[src/rtl/sdc_pkg.sv]
// Constants for the stall detection block: register map, field layout and timing.
// Assumes a single 20 MHz clock and an APB master for software access.
package sdc_pkg;
  localparam int CLOCK_HZ = 20000000;
  localparam int ADDR_W = 8;
  // Register byte offsets.
  localparam logic [7:0] OFF_CTRL = 8'h00;
  localparam logic [7:0] OFF_OTP = 8'h04;
  localparam logic [7:0] OFF_STATUS = 8'h08;
  localparam logic [7:0] OFF_CMD = 8'h0C;
  localparam logic [7:0] OFF_POS = 8'h10;
  localparam logic [7:0] OFF_IRQ_STAT = 8'h14;
  localparam logic [7:0] OFF_IRQ_EN = 8'h18;
  localparam logic [7:0] OFF_IRQ_CLR = 8'h1C;
  localparam logic [7:0] OFF_BEMF = 8'h20;
  // Parameter field positions, shared by control and OTP registers.
  localparam int THR_LSB = 0;
  localparam int DLY_LSB = 4;
  localparam int ACT_LSB = 8;
  localparam int FDE_BIT = 11;
  localparam logic [11:0] OTP_RESET = 12'h000;
  // Command register bits.
  localparam int CMD_FULL = 0;
  localparam int CMD_SHORT = 1;
  localparam int CMD_PARAM = 2;
  localparam int CMD_OTP = 3;
  // Status bits and interrupt event bits.
  localparam int ST_LOSS = 0;
  localparam int ST_STALL = 1;
  localparam int ST_TRIP = 2;
  localparam int ST_HALT = 3;
  localparam int ST_ARMED = 4;
  localparam int IRQ_W = 3;
  localparam int POS_W = 16;
  localparam int BEMF_W = 10;
  // Threshold levels in millivolts for codes 0 to F.
  localparam int LEVEL_MV [16] = '{0, 640, 1280, 1920, 2560, 3190, 3830, 4470,
    5110, 5750, 6380, 7030, 7670, 8300, 8940, 9580};
  localparam int BEMF_FULL_MV = 10230;
  // Sample delays in microseconds for codes 0 to 7.
  localparam int DELAY_US [8] = '{87, 130, 174, 217, 304, 391, 521, 694};
  localparam int DLY_W = 14;
  typedef enum logic [1:0] {
    SDC_IDLE = 2'b00,
    SDC_WAIT = 2'b01,
    SDC_SAMPLE = 2'b10
  } sdc_state_type;
endpackage

[src/rtl/sdc_stall_detect.sv]
// Stall detection with APB registers, delay timer, flags and interrupt.
// Assumes motor status inputs come from logic on the same clock and the back-emf
// code is a linear ADC word with full scale at BEMF_FULL_MV.
//
// The register offsets and the APB interface to the registers were decided locally.
`timescale 1ns/1ns
`default_nettype none
module sdc_stall_detect
  import sdc_pkg::*;
(
  input wire logic clock,
  input wire logic reset_n,
  input wire logic psel,
  input wire logic penable,
  input wire logic pwrite,
  input wire logic [ADDR_W-1:0] paddr,
  input wire logic [31:0] pwdata,
  output logic [31:0] prdata,
  output logic pready,
  output logic pslverr,
  input wire logic zero_cross,
  input wire logic [BEMF_W-1:0] bemf_sample,
  input wire logic at_max_velocity,
  input wire logic positioning,
  input wire logic full_step,
  input wire logic full_duty,
  input wire logic [POS_W-1:0] internal_position,
  output logic hard_stop,
  output logic positioning_allowed,
  output logic irq
);
  function automatic logic [BEMF_W-1:0] level_code(input logic [3:0] code);
    level_code = BEMF_W'((LEVEL_MV[code] * ((1 << BEMF_W) - 1)) / BEMF_FULL_MV);
  endfunction
  function automatic logic [DLY_W-1:0] delay_cycles(input logic [2:0] code);
    delay_cycles = DLY_W'((DELAY_US[code] * (CLOCK_HZ / 1000000)) - 1);
  endfunction

  logic [11:0] otp_param;
  logic [11:0] ram_param;
  logic loaded;
  logic step_loss;
  logic stall;
  logic trip;
  logic halted;
  logic armed;
  logic [2:0] step_count;
  logic [POS_W-1:0] actual_position;
  logic [DLY_W-1:0] delay_count;
  logic [BEMF_W-1:0] bemf_latch;
  logic [IRQ_W-1:0] irq_stat;
  logic [IRQ_W-1:0] irq_en;
  sdc_state_type state;
  sdc_state_type next_state;

  wire logic wr = psel && penable && pwrite;
  wire logic rd = psel && penable && !pwrite;
  wire logic wr_ctrl = wr && paddr == OFF_CTRL;
  wire logic wr_cmd = wr && paddr == OFF_CMD;
  wire logic wr_en = wr && paddr == OFF_IRQ_EN;
  wire logic wr_clr = wr && paddr == OFF_IRQ_CLR;
  wire logic cmd_full = (wr_cmd && pwdata[CMD_FULL]) || (rd && paddr == OFF_STATUS);
  wire logic cmd_short = wr_cmd && pwdata[CMD_SHORT] && !cmd_full;
  wire logic cmd_param = (wr_cmd && pwdata[CMD_PARAM]) || wr_ctrl;
  wire logic cmd_otp = (wr_cmd && pwdata[CMD_OTP]) || (wr && paddr == OFF_OTP);
  wire logic mapped = paddr == OFF_CTRL || paddr == OFF_OTP || paddr == OFF_STATUS
    || paddr == OFF_CMD || paddr == OFF_POS || paddr == OFF_IRQ_STAT
    || paddr == OFF_IRQ_EN || paddr == OFF_IRQ_CLR || paddr == OFF_BEMF;
  wire logic [3:0] bemf_threshold_code = ram_param[THR_LSB +: 4];
  wire logic [2:0] sample_delay_code = ram_param[DLY_LSB +: 3];
  wire logic [2:0] detect_activation_steps = ram_param[ACT_LSB +: 3];
  wire logic full_duty_detect_enable = ram_param[FDE_BIT];
  wire logic detect_on = bemf_threshold_code != 4'h0;
  wire logic duty_ok = !full_duty || full_duty_detect_enable;
  wire logic run_ok = detect_on && armed && at_max_velocity && duty_ok;
  wire logic take_sample = state == SDC_SAMPLE;
  wire logic below = bemf_latch < level_code(bemf_threshold_code);
  wire logic stall_event = take_sample && run_ok && below;
  wire logic hard_event = stall_event && positioning;
  wire logic [IRQ_W-1:0] events = {stall_event, stall_event, hard_event};
  wire logic [7:0] status_word = {3'h0, armed, halted, trip, stall, step_loss};

  // Sample delay state machine.
  always_comb begin
    next_state = state;
    unique case (state)
      SDC_IDLE: begin
        if (zero_cross && detect_on) begin
          next_state = SDC_WAIT;
        end
      end
      SDC_WAIT: begin
        if (!detect_on) begin
          next_state = SDC_IDLE;
        end else if (delay_count == '0) begin
          next_state = SDC_SAMPLE;
        end
      end
      SDC_SAMPLE: next_state = SDC_IDLE;
    endcase
  end

  always_ff @(posedge clock) begin
    if (!reset_n) begin
      state <= SDC_IDLE;
      delay_count <= '0;
      bemf_latch <= '0;
    end else begin
      state <= next_state;
      if (state == SDC_IDLE && zero_cross) begin
        delay_count <= delay_cycles(sample_delay_code);
      end else if (delay_count != '0) begin
        delay_count <= delay_count - 1'b1;
      end
      if (state == SDC_WAIT && delay_count == '0) begin
        bemf_latch <= bemf_sample;
      end
    end
  end

  // Arming after the ramp; any speed change disarms again.
  always_ff @(posedge clock) begin
    if (!reset_n) begin
      armed <= 1'b0;
      step_count <= '0;
    end else if (!at_max_velocity || !detect_on) begin
      armed <= 1'b0;
      step_count <= '0;
    end else if (!armed) begin
      if (step_count == detect_activation_steps) begin
        armed <= 1'b1;
      end else if (full_step) begin
        step_count <= step_count + 1'b1;
      end
    end
  end

  // Parameters. OTP contents survive only as long as this storage, a model trade-off.
  always_ff @(posedge clock) begin
    if (!reset_n) begin
      otp_param <= OTP_RESET;
      ram_param <= OTP_RESET;
      loaded <= 1'b0;
    end else begin
      loaded <= 1'b1;
      if (!loaded) begin
        ram_param <= otp_param;
      end else if (cmd_param) begin
        ram_param <= pwdata[11:0];
      end
      if (cmd_otp) begin
        otp_param <= pwdata[11:0];
      end
    end
  end

  // Flags: a new event in the clear cycle wins.
  always_ff @(posedge clock) begin
    if (!reset_n) begin
      step_loss <= 1'b0;
      stall <= 1'b0;
      trip <= 1'b0;
      halted <= 1'b0;
      actual_position <= '0;
    end else begin
      if (hard_event) begin
        step_loss <= 1'b1;
        halted <= 1'b1;
        actual_position <= internal_position;
      end else if (cmd_full || cmd_short) begin
        step_loss <= 1'b0;
        halted <= 1'b0;
      end
      if (!halted && !hard_event) begin
        actual_position <= internal_position;
      end
      if (stall_event) begin
        stall <= 1'b1;
        trip <= 1'b1;
      end else if (cmd_full) begin
        stall <= 1'b0;
        trip <= 1'b0;
      end
    end
  end

  always_ff @(posedge clock) begin
    if (!reset_n) begin
      irq_stat <= '0;
      irq_en <= '0;
    end else begin
      irq_stat <= (irq_stat & ~(wr_clr ? pwdata[IRQ_W-1:0] : '0)) | events;
      if (wr_en) begin
        irq_en <= pwdata[IRQ_W-1:0];
      end
    end
  end

  // Read data is registered in the setup cycle so it stands in the access cycle.
  always_ff @(posedge clock) begin
    if (!reset_n) begin
      prdata <= '0;
    end else if (psel && !penable && !pwrite) begin
      unique case (paddr)
        OFF_CTRL: prdata <= {20'h00000, ram_param};
        OFF_OTP: prdata <= {20'h00000, otp_param};
        OFF_STATUS: prdata <= {24'h000000, status_word};
        OFF_POS: prdata <= {16'h0000, actual_position};
        OFF_IRQ_STAT: prdata <= {29'h00000000, irq_stat};
        OFF_IRQ_EN: prdata <= {29'h00000000, irq_en};
        OFF_BEMF: prdata <= {22'h000000, bemf_latch};
        default: prdata <= '0;
      endcase
    end
  end

  assign pready = 1'b1;
  assign pslverr = psel && penable && !mapped;
  assign hard_stop = halted;
  assign positioning_allowed = !halted;
  assign irq = |(irq_stat & irq_en);

  // Checker helper: counts wait cycles against the delay code taken at entry.
  // The code is held here because software may rewrite it while a wait runs.
  logic [DLY_W-1:0] wait_len;
  logic [2:0] wait_code;

  always_ff @(posedge clock) begin
    if (!reset_n) begin
      wait_len <= '0;
      wait_code <= 3'h0;
    end else if (state == SDC_IDLE && next_state == SDC_WAIT) begin
      wait_len <= '0;
      wait_code <= sample_delay_code;
    end else if (state == SDC_WAIT) begin
      wait_len <= wait_len + 1'b1;
    end
  end

  a_trip_sets_stall: assert property (@(posedge clock) disable iff (!reset_n)
    stall_event |=> stall && trip) else $error("stall flags not set");
  a_zero_disables: assert property (@(posedge clock) disable iff (!reset_n)
    bemf_threshold_code == 4'h0 |-> !stall_event) else $error("stall while off");
  a_full_duty_gate: assert property (@(posedge clock) disable iff (!reset_n)
    full_duty && !full_duty_detect_enable |-> !stall_event) else $error("duty gate");
  a_speed_gate: assert property (@(posedge clock) disable iff (!reset_n)
    !at_max_velocity |=> !armed) else $error("armed off speed");
  a_hard_stop_copy: assert property (@(posedge clock) disable iff (!reset_n)
    hard_event |=> halted && step_loss && actual_position == $past(internal_position))
    else $error("hard stop incomplete");
  a_full_clears: assert property (@(posedge clock) disable iff (!reset_n)
    cmd_full && !stall_event |=> !stall && !trip && !step_loss) else $error("full clear");
  a_short_keeps: assert property (@(posedge clock) disable iff (!reset_n)
    cmd_short && !stall_event |=> stall == $past(stall) && !step_loss && !halted)
    else $error("short clear");
  a_delay_wait: assert property (@(posedge clock) disable iff (!reset_n)
    state == SDC_IDLE && zero_cross && detect_on && sample_delay_code == 3'h0
    |=> state == SDC_WAIT [*8]) else $error("sample too early");
  a_otp_load: assert property (@(posedge clock) disable iff (!reset_n)
    !loaded |=> ram_param == $past(otp_param)) else $error("otp not copied");
  a_arm_steps: assert property (@(posedge clock) disable iff (!reset_n)
    $rose(armed) |-> step_count == detect_activation_steps) else $error("arm early");
  a_irq_level: assert property (@(posedge clock) disable iff (!reset_n)
    stall_event && irq_en[1] |=> irq) else $error("irq missing");

  // Sample timing.
  a_delay_length: assert property (@(posedge clock) disable iff (!reset_n)
    state == SDC_WAIT && next_state == SDC_SAMPLE |-> wait_len == delay_cycles(wait_code))
    else $error("delay length wrong");
  a_sample_latch: assert property (@(posedge clock) disable iff (!reset_n)
    state == SDC_WAIT && next_state == SDC_SAMPLE |=> bemf_latch == $past(bemf_sample))
    else $error("sample not latched");
  a_sample_single: assert property (@(posedge clock) disable iff (!reset_n)
    state == SDC_SAMPLE |=> state == SDC_IDLE)
    else $error("sample repeated");
  a_zero_idles: assert property (@(posedge clock) disable iff (!reset_n)
    !detect_on |=> state == SDC_IDLE)
    else $error("timer runs while off");

  // Arming.
  a_arm_needs_speed: assert property (@(posedge clock) disable iff (!reset_n)
    armed |-> $past(at_max_velocity))
    else $error("armed without speed");
  a_arm_needs_thr: assert property (@(posedge clock) disable iff (!reset_n)
    armed |-> $past(detect_on))
    else $error("armed while off");
  a_step_restart: assert property (@(posedge clock) disable iff (!reset_n)
    !at_max_velocity || !detect_on |=> step_count == 3'h0)
    else $error("step count kept");

  // Flags and position.
  a_position_track: assert property (@(posedge clock) disable iff (!reset_n)
    !halted && !hard_event |=> actual_position == $past(internal_position))
    else $error("position not tracked");
  a_halt_holds_pos: assert property (@(posedge clock) disable iff (!reset_n)
    halted && !hard_event |=> actual_position == $past(actual_position))
    else $error("position moved while halted");
  a_stall_holds: assert property (@(posedge clock) disable iff (!reset_n)
    stall && !cmd_full |=> stall)
    else $error("stall lost");
  a_trip_holds: assert property (@(posedge clock) disable iff (!reset_n)
    trip && !cmd_full |=> trip)
    else $error("trip lost");
  a_loss_holds: assert property (@(posedge clock) disable iff (!reset_n)
    step_loss && !cmd_full && !cmd_short |=> step_loss)
    else $error("step loss lost");
  a_halt_release: assert property (@(posedge clock) disable iff (!reset_n)
    halted && (cmd_full || cmd_short) && !hard_event |=> positioning_allowed)
    else $error("halt not released");
  a_hard_needs_move: assert property (@(posedge clock) disable iff (!reset_n)
    $rose(halted) |-> $past(positioning))
    else $error("halt without move");
  a_stall_needs_low: assert property (@(posedge clock) disable iff (!reset_n)
    $rose(stall) |-> $past(below))
    else $error("stall above level");
  a_stall_duty: assert property (@(posedge clock) disable iff (!reset_n)
    $rose(stall) && $past(full_duty) |-> $past(full_duty_detect_enable))
    else $error("stall at full duty");
  a_stall_speed: assert property (@(posedge clock) disable iff (!reset_n)
    $rose(stall) |-> $past(at_max_velocity))
    else $error("stall off speed");

  // Parameters and interrupt.
  a_param_write: assert property (@(posedge clock) disable iff (!reset_n)
    cmd_param && loaded |=> ram_param == $past(pwdata[11:0]))
    else $error("param not written");
  a_otp_write: assert property (@(posedge clock) disable iff (!reset_n)
    cmd_otp |=> otp_param == $past(pwdata[11:0]))
    else $error("otp not written");
  a_loaded_once: assert property (@(posedge clock) disable iff (!reset_n)
    loaded |=> loaded)
    else $error("otp copied twice");
  a_irq_clear: assert property (@(posedge clock) disable iff (!reset_n)
    wr_clr && pwdata[IRQ_W-1:0] == {IRQ_W{1'b1}} && events == '0 |=> irq_stat == '0)
    else $error("irq not cleared");
endmodule
`default_nettype wire

[config.mk]
export PLATFORM = sky130hd
export DESIGN_NAME = sdc_stall_detect
export DESIGN_NICKNAME = d
export VERILOG_FILES = /design/src/rtl/sdc_pkg.sv /design/src/rtl/sdc_stall_detect.sv
export SDC_FILE = /design/constraint.sdc
export NUM_CORES = 1
export LEC_CHECK = 0
export ABC_AREA = 1
export BUFFER_PORTS_ARGS = -buffer_cell sky130_fd_sc_hd__clkbuf_2
export CORE_MARGIN = 2
export CORE_UTILIZATION = 61
export DETAILED_ROUTE_END_ITERATION = 6
export GPL_ROUTABILITY_DRIVEN = 1
export PLACE_DENSITY = 0.89
export SKIP_CTS_REPAIR_TIMING = 1
export SLEW_MARGIN = 20
export SYNTH_ARGS = -nofsm -noshare
export SYNTH_HDL_FRONTEND = slang
export SYNTH_SLANG_ARGS = --single-unit
[constraint.sdc]
create_clock -name clock -period 18 [get_ports clock]
set_input_delay 1.8 -clock clock [delete_from_list [all_inputs] [get_ports clock]]
set_output_delay 1.8 -clock clock [all_outputs]
set_load 0.05 [all_outputs]
==> results by stage, run 1 <==
Placed design:
- Routability-driven placement finished with a final weighted congestion of 0.9564.
- Detailed placement ended at an HPWL of 36340 um.
- In this run the tool buffered the top-level ports with 75 buffer cells.
- The pre-CTS worst setup slack is -0.2672 ns.

STA:
- The peak clock frequency supported by timing is 57.65 MHz.
- The post-route clock skew is 0.01553 ns.
- The max-slew violation count is 0.
- The hold violation total from the final report is 0.
- The pin slew with the least headroom to its limit is 0.8246 ns.
- The relative max-transition margin is 44.95%.
- The clock period minus worst slack is 17.35 ns.
- The worst-case hold slack is 0.4626 ns.
- The post-layout worst setup margin is 0.6535 ns.
- The final number of setup-violating endpoints is 0.
- Dividing the final minimum period by the clock period gives 96.37%.

Yosys:
- The total number of yosys warnings is 0.
- Counting flops with a built-in enable in the synthesized netlist gives 0.
- The cell type with the highest aggregate area in the netlist is sky130_fd_sc_hd__nand2_1.
- The fraction of registers with async set/reset is 0%.
- Summing every instance area after synthesis gives 0.01706 mm^2.
- The dominant combinational cell family by area after synthesis is simple AND/OR/NAND/NOR gates.
- The share of synthesized area spent on multiplexers is 0%.
- Among all cell types in the netlist, the one instantiated most often is sky130_fd_sc_hd__nand2_1.
- Summing the areas of all fa, ha and maj instances in the mapped netlist gives 14.14% of the synthesized area.
- Averaged over all synthesized cells, the footprint is 5.924 um^2.
- The area share of the largest cell type after synthesis is 17.69%.
- The count of cell types in the netlist is 65.
- The commonest register cell after synthesis is sky130_fd_sc_hd__dfxtp_1.
- The flip-flop and latch count after synthesis is 95.
- The compound-cell area share of the yosys netlist is 12.24%.
- Counting every instance in the synthesized netlist gives 2879.
- After synthesis, the cell types taking the most area are sky130_fd_sc_hd__nand2_1 18%, sky130_fd_sc_hd__dfxtp_1 11%, sky130_fd_sc_hd__inv_1 9.1%.
- Summing the areas of all and, or, nand and nor instances in the mapped netlist gives 45.33% of the synthesized area.
- Summing the sequential cell areas from Yosys gives 11.15% of the chip area.
- The post-synthesis xor/xnor area fraction is 3.374%.
- Ranked by instance count, the synthesized netlist is headed by 804 x sky130_fd_sc_hd__nand2_1, 415 x sky130_fd_sc_hd__inv_1, 287 x sky130_fd_sc_hd__nand3_1.

Route:
- The routed wire length is 49680 um.
- The number of vias per cell after detailed routing is 5.627.
- The number of iterations in the first detailed-routing pass is 6.
- The number of DRC markers in iteration 0 is 1854.
- After detailed routing, the average wire length per cell comes to 14.54 um.
- The remaining antenna violation count is 0.
- For this block, the via count after detailed routing is 19230.
- The final routed DRC violation total is 0.

Final layout:
- 0 antenna diodes ended up in the layout.
- The area added between synthesis and finish is 15.23%.
- The fraction of layout instances using a drive strength above 1 is 21.09%.
- The layout has 2158 filler cells.
- After the last flow step, the layout net total stands at 3271.

Outcome:
- The flow ran to the end, and the final reports show no timing, DRC or antenna violations.

Worst setup path:
- The critical path class is flip-flop to flip-flop.
- The most used cell along the critical path is sky130_fd_sc_hd__nand2_1.
- The delay of the slowest cell on the worst path is 0.56 ns.
- The type of element launching the critical path is a flip-flop.
- The endpoint required time on the critical path is 18.28 ns.
- Data arrives at the worst endpoint at 17.63 ns.
- The slowest stage of the critical path belongs to the cell sky130_fd_sc_hd__fa_1.
- In this run the worst path has a maximum fanout of 15.
- The critical path endpoint category is a flip-flop.
- The depth of the worst register-to-register path is 120.

Clocking:
- Counting along the longest clock path gives a buffer depth of 2.
- The tree built by TritonCTS fans out to 95 sinks.
- The TritonCTS clock tree is yes.
- The clock input transition at the sequential cells of the worst setup and hold paths is 0.08 ns.
- The H-tree generated during clock tree synthesis spans 3 levels.
- The root buffer cell is sky130_fd_sc_hd__clkbuf_16.
- For the worst-skew pair, the clock arrives at the later sink with an insertion delay of 0.35 ns.
- Clock tree synthesis inserted a total of 9 buffers.

Hold path:
- Along the worst hold path, the cell count comes to 2.
- In this run the worst hold path is classified as flip-flop to flip-flop.

Job:
- The reported max-cap violation count is 0.

Floorplan:
- For this configuration, the core starts out at a cell density of 61.73%.
- The die covers 0.02931 mm^2.
- The initialized floorplan defines 61 standard-cell rows.
- The I/O pin count is 113.
- From bottom edge to top edge, the die measures 171.2 um.
- The area of the core region is 0.02763 mm^2.
- From left edge to right edge, the die measures 171.2 um.

GRT:
- The first global-routing pass estimated 74220 um of wire.
- The sum of overflow across all layers after global routing is 0.
- Entering global routing, the biggest net connects 62 pins.
- The global routing usage summed across all routing layers is 29.94%.
- The via count of the first global-routing pass is 16650.
- The initial antenna violation count is 0.
[registers in the layout, summed over array words and instances (netlist names)]
| name | flops |
|---|---|
| armed | 1 |
| hard_stop | 1 |
| delay_count | 14 |
| loaded | 1 |
| step_count | 3 |
| irq_stat | 3 |
| prdata | 16 |
| bemf_latch | 10 |
| otp_param | 12 |
| trip | 1 |
| irq_en | 3 |
| ram_param | 12 |
| state | 2 |
| actual_position | 16 |
[routing by layer]
| layer | up-vias | wire (um) | track usage (%) | share of wire (%) |
|---|---|---|---|---|
| met3 | 151 | 3181 | 3.751 | 6.4 |
| met2 | 828 | 24430 | 52.51 | 49 |
| met5 | - | 0 | 0 | 0 |
| met4 | 0 | 1481 | 8.106 | 3.0 |
| met1 | 8801 | 20590 | 38.74 | 41 |
| li1 | 9446 | - | - | - |
[cell type report]
| cell class | count | area, um^2 | area share, % |
|---|---|---|---|
| Multi-Input combinational cell | 2267 | 13740 | 69.89 |
| Tap cell | 378 | 473.0 | 2.406 |
| Inverter | 467 | 1788 | 9.097 |
| Clock inverter | 7 | 100.1 | 0.5093 |
| Sequential cell | 95 | 1909 | 9.715 |
| Timing Repair Buffer | 193 | 1415 | 7.200 |
| Clock buffer | 9 | 225.2 | 1.146 |
| Timing Repair inverter | 1 | 7.507 | 0.03820 |
[metrics by stage]
stage | TNS (ns) | instances | util, % | instance area (um^2)
after floorplan | 0 | 2894 | - | 17110
after global placement | 0 | 3322 | 64.35 | 17780
after detailed placement | -3.535 | 3322 | 64.35 | 17780
after CTS | -4.341 | 3338 | 65.52 | 18100
after global routing | -5.976 | 3417 | 71.13 | 19650
final | 0 | 3417 | 71.13 | 19650
[worst max-delay path, delay by kind of cell, from the launching register on]
family,cells,cell delay [ns]
buffers and inverters,20,2.48
XOR/XNOR,2,0.50
adder cells (fa/ha/maj),7,2.81
AO/OA/AOI/OAI,8,1.63
flip-flops,1,0.40
AND/OR/NAND/NOR,83,9.37
[cell families (layout without fill, tap and decap cells)]
kind of cell             count (synthesis)  in the layout
XOR/XNOR                                64             64
other                                    2             17
buffers and inverters                  540            677
adder cells (fa/ha/maj)                161            161
flip-flops                              95             95
AND/OR/NAND/NOR                       1655           1663
AO/OA/AOI/OAI                          362            362
[final timing paths]
check | startpoint | end | slack, ns
setup / recovery | ram_param[1]$_SDFFE_PN0P_ | actual_position[10]$_SDFFE_PN0P_ | 0.65
hold / removal | delay_count[0]$_SDFFE_PN0P_ | delay_count[0]$_SDFFE_PN0P_ | 0.46
setup reg to reg | ram_param[1]$_SDFFE_PN0P_ | actual_position[10]$_SDFFE_PN0P_ | 0.65
hold reg to reg | delay_count[0]$_SDFFE_PN0P_ | delay_count[0]$_SDFFE_PN0P_ | 0.46
[layout by cell type (no fill, tap or decap), types with 8 or more instances in the layout]
| cell type | instances |
|---|---|
| sky130_fd_sc_hd__a21o_1 | 9 |
| sky130_fd_sc_hd__nand3_2 | 38 |
| sky130_fd_sc_hd__nor3_1 | 23 |
| sky130_fd_sc_hd__nand2_4 | 22 |
| sky130_fd_sc_hd__nand4_1 | 23 |
| sky130_fd_sc_hd__o21ai_1 | 20 |
| sky130_fd_sc_hd__clkbuf_2 | 75 |
| sky130_fd_sc_hd__xnor2_1 | 13 |
| sky130_fd_sc_hd__o22ai_1 | 8 |
| sky130_fd_sc_hd__inv_1 | 408 |
| sky130_fd_sc_hd__inv_2 | 43 |
| sky130_fd_sc_hd__o21ai_2 | 11 |
| sky130_fd_sc_hd__nand2_2 | 150 |
| sky130_fd_sc_hd__clkbuf_16 | 12 |
| sky130_fd_sc_hd__a21oi_2 | 13 |
| sky130_fd_sc_hd__a221oi_1 | 8 |
| sky130_fd_sc_hd__nor2_1 | 237 |
| sky130_fd_sc_hd__ha_1 | 102 |
| sky130_fd_sc_hd__xor2_1 | 44 |
| sky130_fd_sc_hd__nand2_8 | 12 |
| sky130_fd_sc_hd__nand3_1 | 269 |
| sky130_fd_sc_hd__nand3_4 | 17 |
| sky130_fd_sc_hd__nand2_1 | 763 |
| sky130_fd_sc_hd__a21oi_1 | 132 |
| sky130_fd_sc_hd__fa_1 | 52 |
| sky130_fd_sc_hd__nand3b_1 | 11 |
| sky130_fd_sc_hd__buf_4 | 101 |
| sky130_fd_sc_hd__conb_1 | 17 |
| sky130_fd_sc_hd__o21ai_0 | 105 |
| sky130_fd_sc_hd__dfxtp_1 | 91 |
| sky130_fd_sc_hd__nor2_4 | 36 |
| sky130_fd_sc_hd__nor2_2 | 41 |
| sky130_fd_sc_hd__a211oi_1 | 9 |
Power of run 1 is left out: the tool's default activity adds up to more than one toggle a clock period on the data nets, which glitch-free logic cannot reach.
==> run 2: changes to the inputs <==
--- a/config.mk
+++ b/config.mk
@@ -7,11 +7,14 @@
 export LEC_CHECK = 0
 export ABC_AREA = 1
 export BUFFER_PORTS_ARGS = -buffer_cell sky130_fd_sc_hd__clkbuf_2
+export CELL_PAD_IN_SITES_DETAIL_PLACEMENT = 0
+export CELL_PAD_IN_SITES_GLOBAL_PLACEMENT = 1
 export CORE_MARGIN = 2
-export CORE_UTILIZATION = 61
+export CORE_UTILIZATION = 23
 export DETAILED_ROUTE_END_ITERATION = 6
 export GPL_ROUTABILITY_DRIVEN = 1
-export PLACE_DENSITY = 0.89
+export MAX_ROUTING_LAYER = met4
+export PLACE_DENSITY = 0.58
 export SKIP_CTS_REPAIR_TIMING = 1
 export SLEW_MARGIN = 20
 export SYNTH_ARGS = -nofsm -noshare
==> results by stage, run 2 (same netlist as run 1, synthesis figures left out) <==
Final layout:
- Cells with a size suffix above 1 make up 23.28% of the layout.
- The library cells used most frequently in the layout, excluding fill and tap cells, are 776 x sky130_fd_sc_hd__nand2_1, 414 x sky130_fd_sc_hd__inv_1, 270 x sky130_fd_sc_hd__nand3_1, 229 x sky130_fd_sc_hd__nor2_1, 224 x sky130_fd_sc_hd__buf_4.
- The fraction of the core area covered by cells at the end of the flow is 28.84%.
- From synthesis to final layout, the design area changed by 23.77%.
- The finished layout cell area is 0.02111 mm^2.
- The number of antenna repair diodes is 0.
- The layout has 8350 filler cells.
- Excluding fillers, the count of instances in the completed layout stands at 4121.
- In the final layout, the registers with the most flip-flops are actual_position: 16 flops, prdata: 16 flops, delay_count: 14 flops.
- The net count of the finished layout is 3394.
- The leading cell type in the layout, fill and taps excluded is sky130_fd_sc_hd__nand2_1.

Worst setup path:
- STA classifies the critical path startpoint as a flip-flop.
- At the worst endpoint, the required time is 18.25 ns.
- The maximum fanout along the worst path is 17.
- The worst setup path is of the flip-flop to flip-flop kind.
- The arrival time of the worst setup path is 17.00 ns.
- The cell that appears most often on the critical path is sky130_fd_sc_hd__nand2_2.
- For this design, the slowest cell found on the critical path is sky130_fd_sc_hd__fa_1.
- The largest delay contributor family on the critical path is simple AND/OR/NAND/NOR gates.
- The critical path endpoint category is a flip-flop.
- Together, buffers and inverters on the worst path number 22.
- The delay of the slowest cell on the worst path is 0.56 ns.

Clocking:
- For the worst-skew pair, the clock arrives at the later sink with an insertion delay of 0.35 ns.
- The root buffer cell is sky130_fd_sc_hd__clkbuf_16.
- The number of buffers created by CTS is 9.
- The H-tree level count is 3.
- Clock-pin slew was measured on the worst setup and hold paths at 0.07 ns.
- The buffer depth of the longest clock path is 2.
- The clock drives 95 sinks.
- The TritonCTS clock tree is yes.

Placed design:
- The number of input and output port buffers inserted is 75.
- The cell area after placement is 0.01960 mm^2.
- Detailed placement finished with a half-perimeter wire length of 44690 um.
- The congestion estimate from routability-driven global placement came to 0.8002.
- The instance count after placement with tap cells included is 4042.

Route:
- The routed wire length is 53620 um.
- After the first detailed-routing iteration, the DRC count stood at 872.
- The total via count in the routed design is 17990.
- Dividing the detail-routed wire length by the instance count gives 13.01 um.
- The remaining antenna violation count is 0.
- The number of vias per cell after detailed routing is 4.365.
- The final routed DRC violation total is 0.
- For this run, the detailed router's first-pass iteration total came to 5.

Floorplan:
- The die covers 0.07635 mm^2.
- For this configuration, the core starts out at a cell density of 23.30%.
- The die is 276.3 um tall.
- The I/O pin count is 113.
- The area of the core region is 0.07321 mm^2.
- In this run the horizontal extent of the chip is 276.3 um.
- The number of standard-cell rows in the floorplan is 99.

GRT:
- The first global-routing pass estimated 87550 um of wire.
- The global routing usage summed across all routing layers is 13.90%.
- The via count of the first global-routing pass is 16970.
- After global routing the overflow that remains totals 0.
- The pin count of the biggest net entering global routing is 62.
- The initial antenna violation count is 0.

STA:
- The pin slew with the least headroom to its limit is 0.8568 ns.
- The post-route clock skew is 0.01185 ns.
- The hold violation total from the final report is 0.
- The worst pin sits at a relative slew slack of 42.72%.
- The smallest clock period supported by the final layout is computed as 16.75 ns.
- The max-slew violation count is 0.
- The peak clock frequency supported by timing is 59.70 MHz.
- The worst path uses 93.06% of the clock period.
- The final number of setup-violating endpoints is 0.

Job:
- The tool flagged a number of max-cap violations equal to 0.

Outcome:
- The flow ran to the end, and the final reports show no timing, DRC or antenna violations.

Hold path:
- The tightest min-delay check is of the flip-flop to flip-flop type.
run 2: cell types whose count changed in the layout (fill, tap and decap cells not counted), sizes merged:
cell / before / now
buf: 114 / 237
nand3: 324 / 323
clkbuf: 88 / 89
inv: 460 / 457
clkinv: 12 / 13
nand2: 947 / 949
run 2: layout make-up:
type	instances	area, um^2	share of cell area, %
clock buffers	11	232.7	1.102
repair buffers	315	2335	11.06
inverters	467	1778	8.422
multi-input cells	2268	13590	64.37
flip-flops and latches	95	1904	9.021
clock inverters	5	63.81	0.3023
repair inverters	1	7.507	0.03556
well taps	959	1200	5.684
run 2: final timing paths:
path | startpoint | endpoint | slack [ns] | cells past startpoint
setup / recovery | ram_param[0]$_SDFFE_PN0P_ | actual_position[9]$_SDFFE_PN0P_ | 1.25 | 121
hold / removal | actual_position[13]$_SDFFE_PN0P_ | prdata[13]$_SDFFE_PN0P_ | 0.46 | 2
setup reg to reg | ram_param[0]$_SDFFE_PN0P_ | actual_position[9]$_SDFFE_PN0P_ | 1.25 | 121
hold reg to reg | actual_position[13]$_SDFFE_PN0P_ | prdata[13]$_SDFFE_PN0P_ | 0.46 | 2
run 2: stage by stage:
step           setup TNS [ns]  setup WS (ns)  hold WS, ns
2_1_floorplan               0          2.353       0.4377
3_3_place_gp                0        0.07582       0.4492
3_5_place_dp                0         0.1515       0.4559
4_1_cts                     0        0.09795       0.4655
5_1_grt                -2.172        -0.1676       0.4935
6_report                    0          1.250       0.4628
run 2: layer usage:
metal  part of all wire, %  track usage [%]  vias to the layer above
li1                      -                -                     9686
met1                    53            19.93                     8101
met2                    45            22.24                      171
met3                   1.6           0.6676                       31
met4                  0.80            1.345                        0
met5                     0                -                        -
run 2: worst register-to-register path, delay by kind of cell, from the launching register on:
| family | cells | cell delay [ns] |
|---|---|---|
| simple gates | 86 | 9.07 |
| compound gates | 5 | 0.91 |
| xor+xnor | 1 | 0.18 |
| buf+inv | 22 | 2.91 |
| flops | 1 | 0.32 |
| fa+ha+maj | 7 | 3.22 |
Power of run 2 is left out for the same reason.
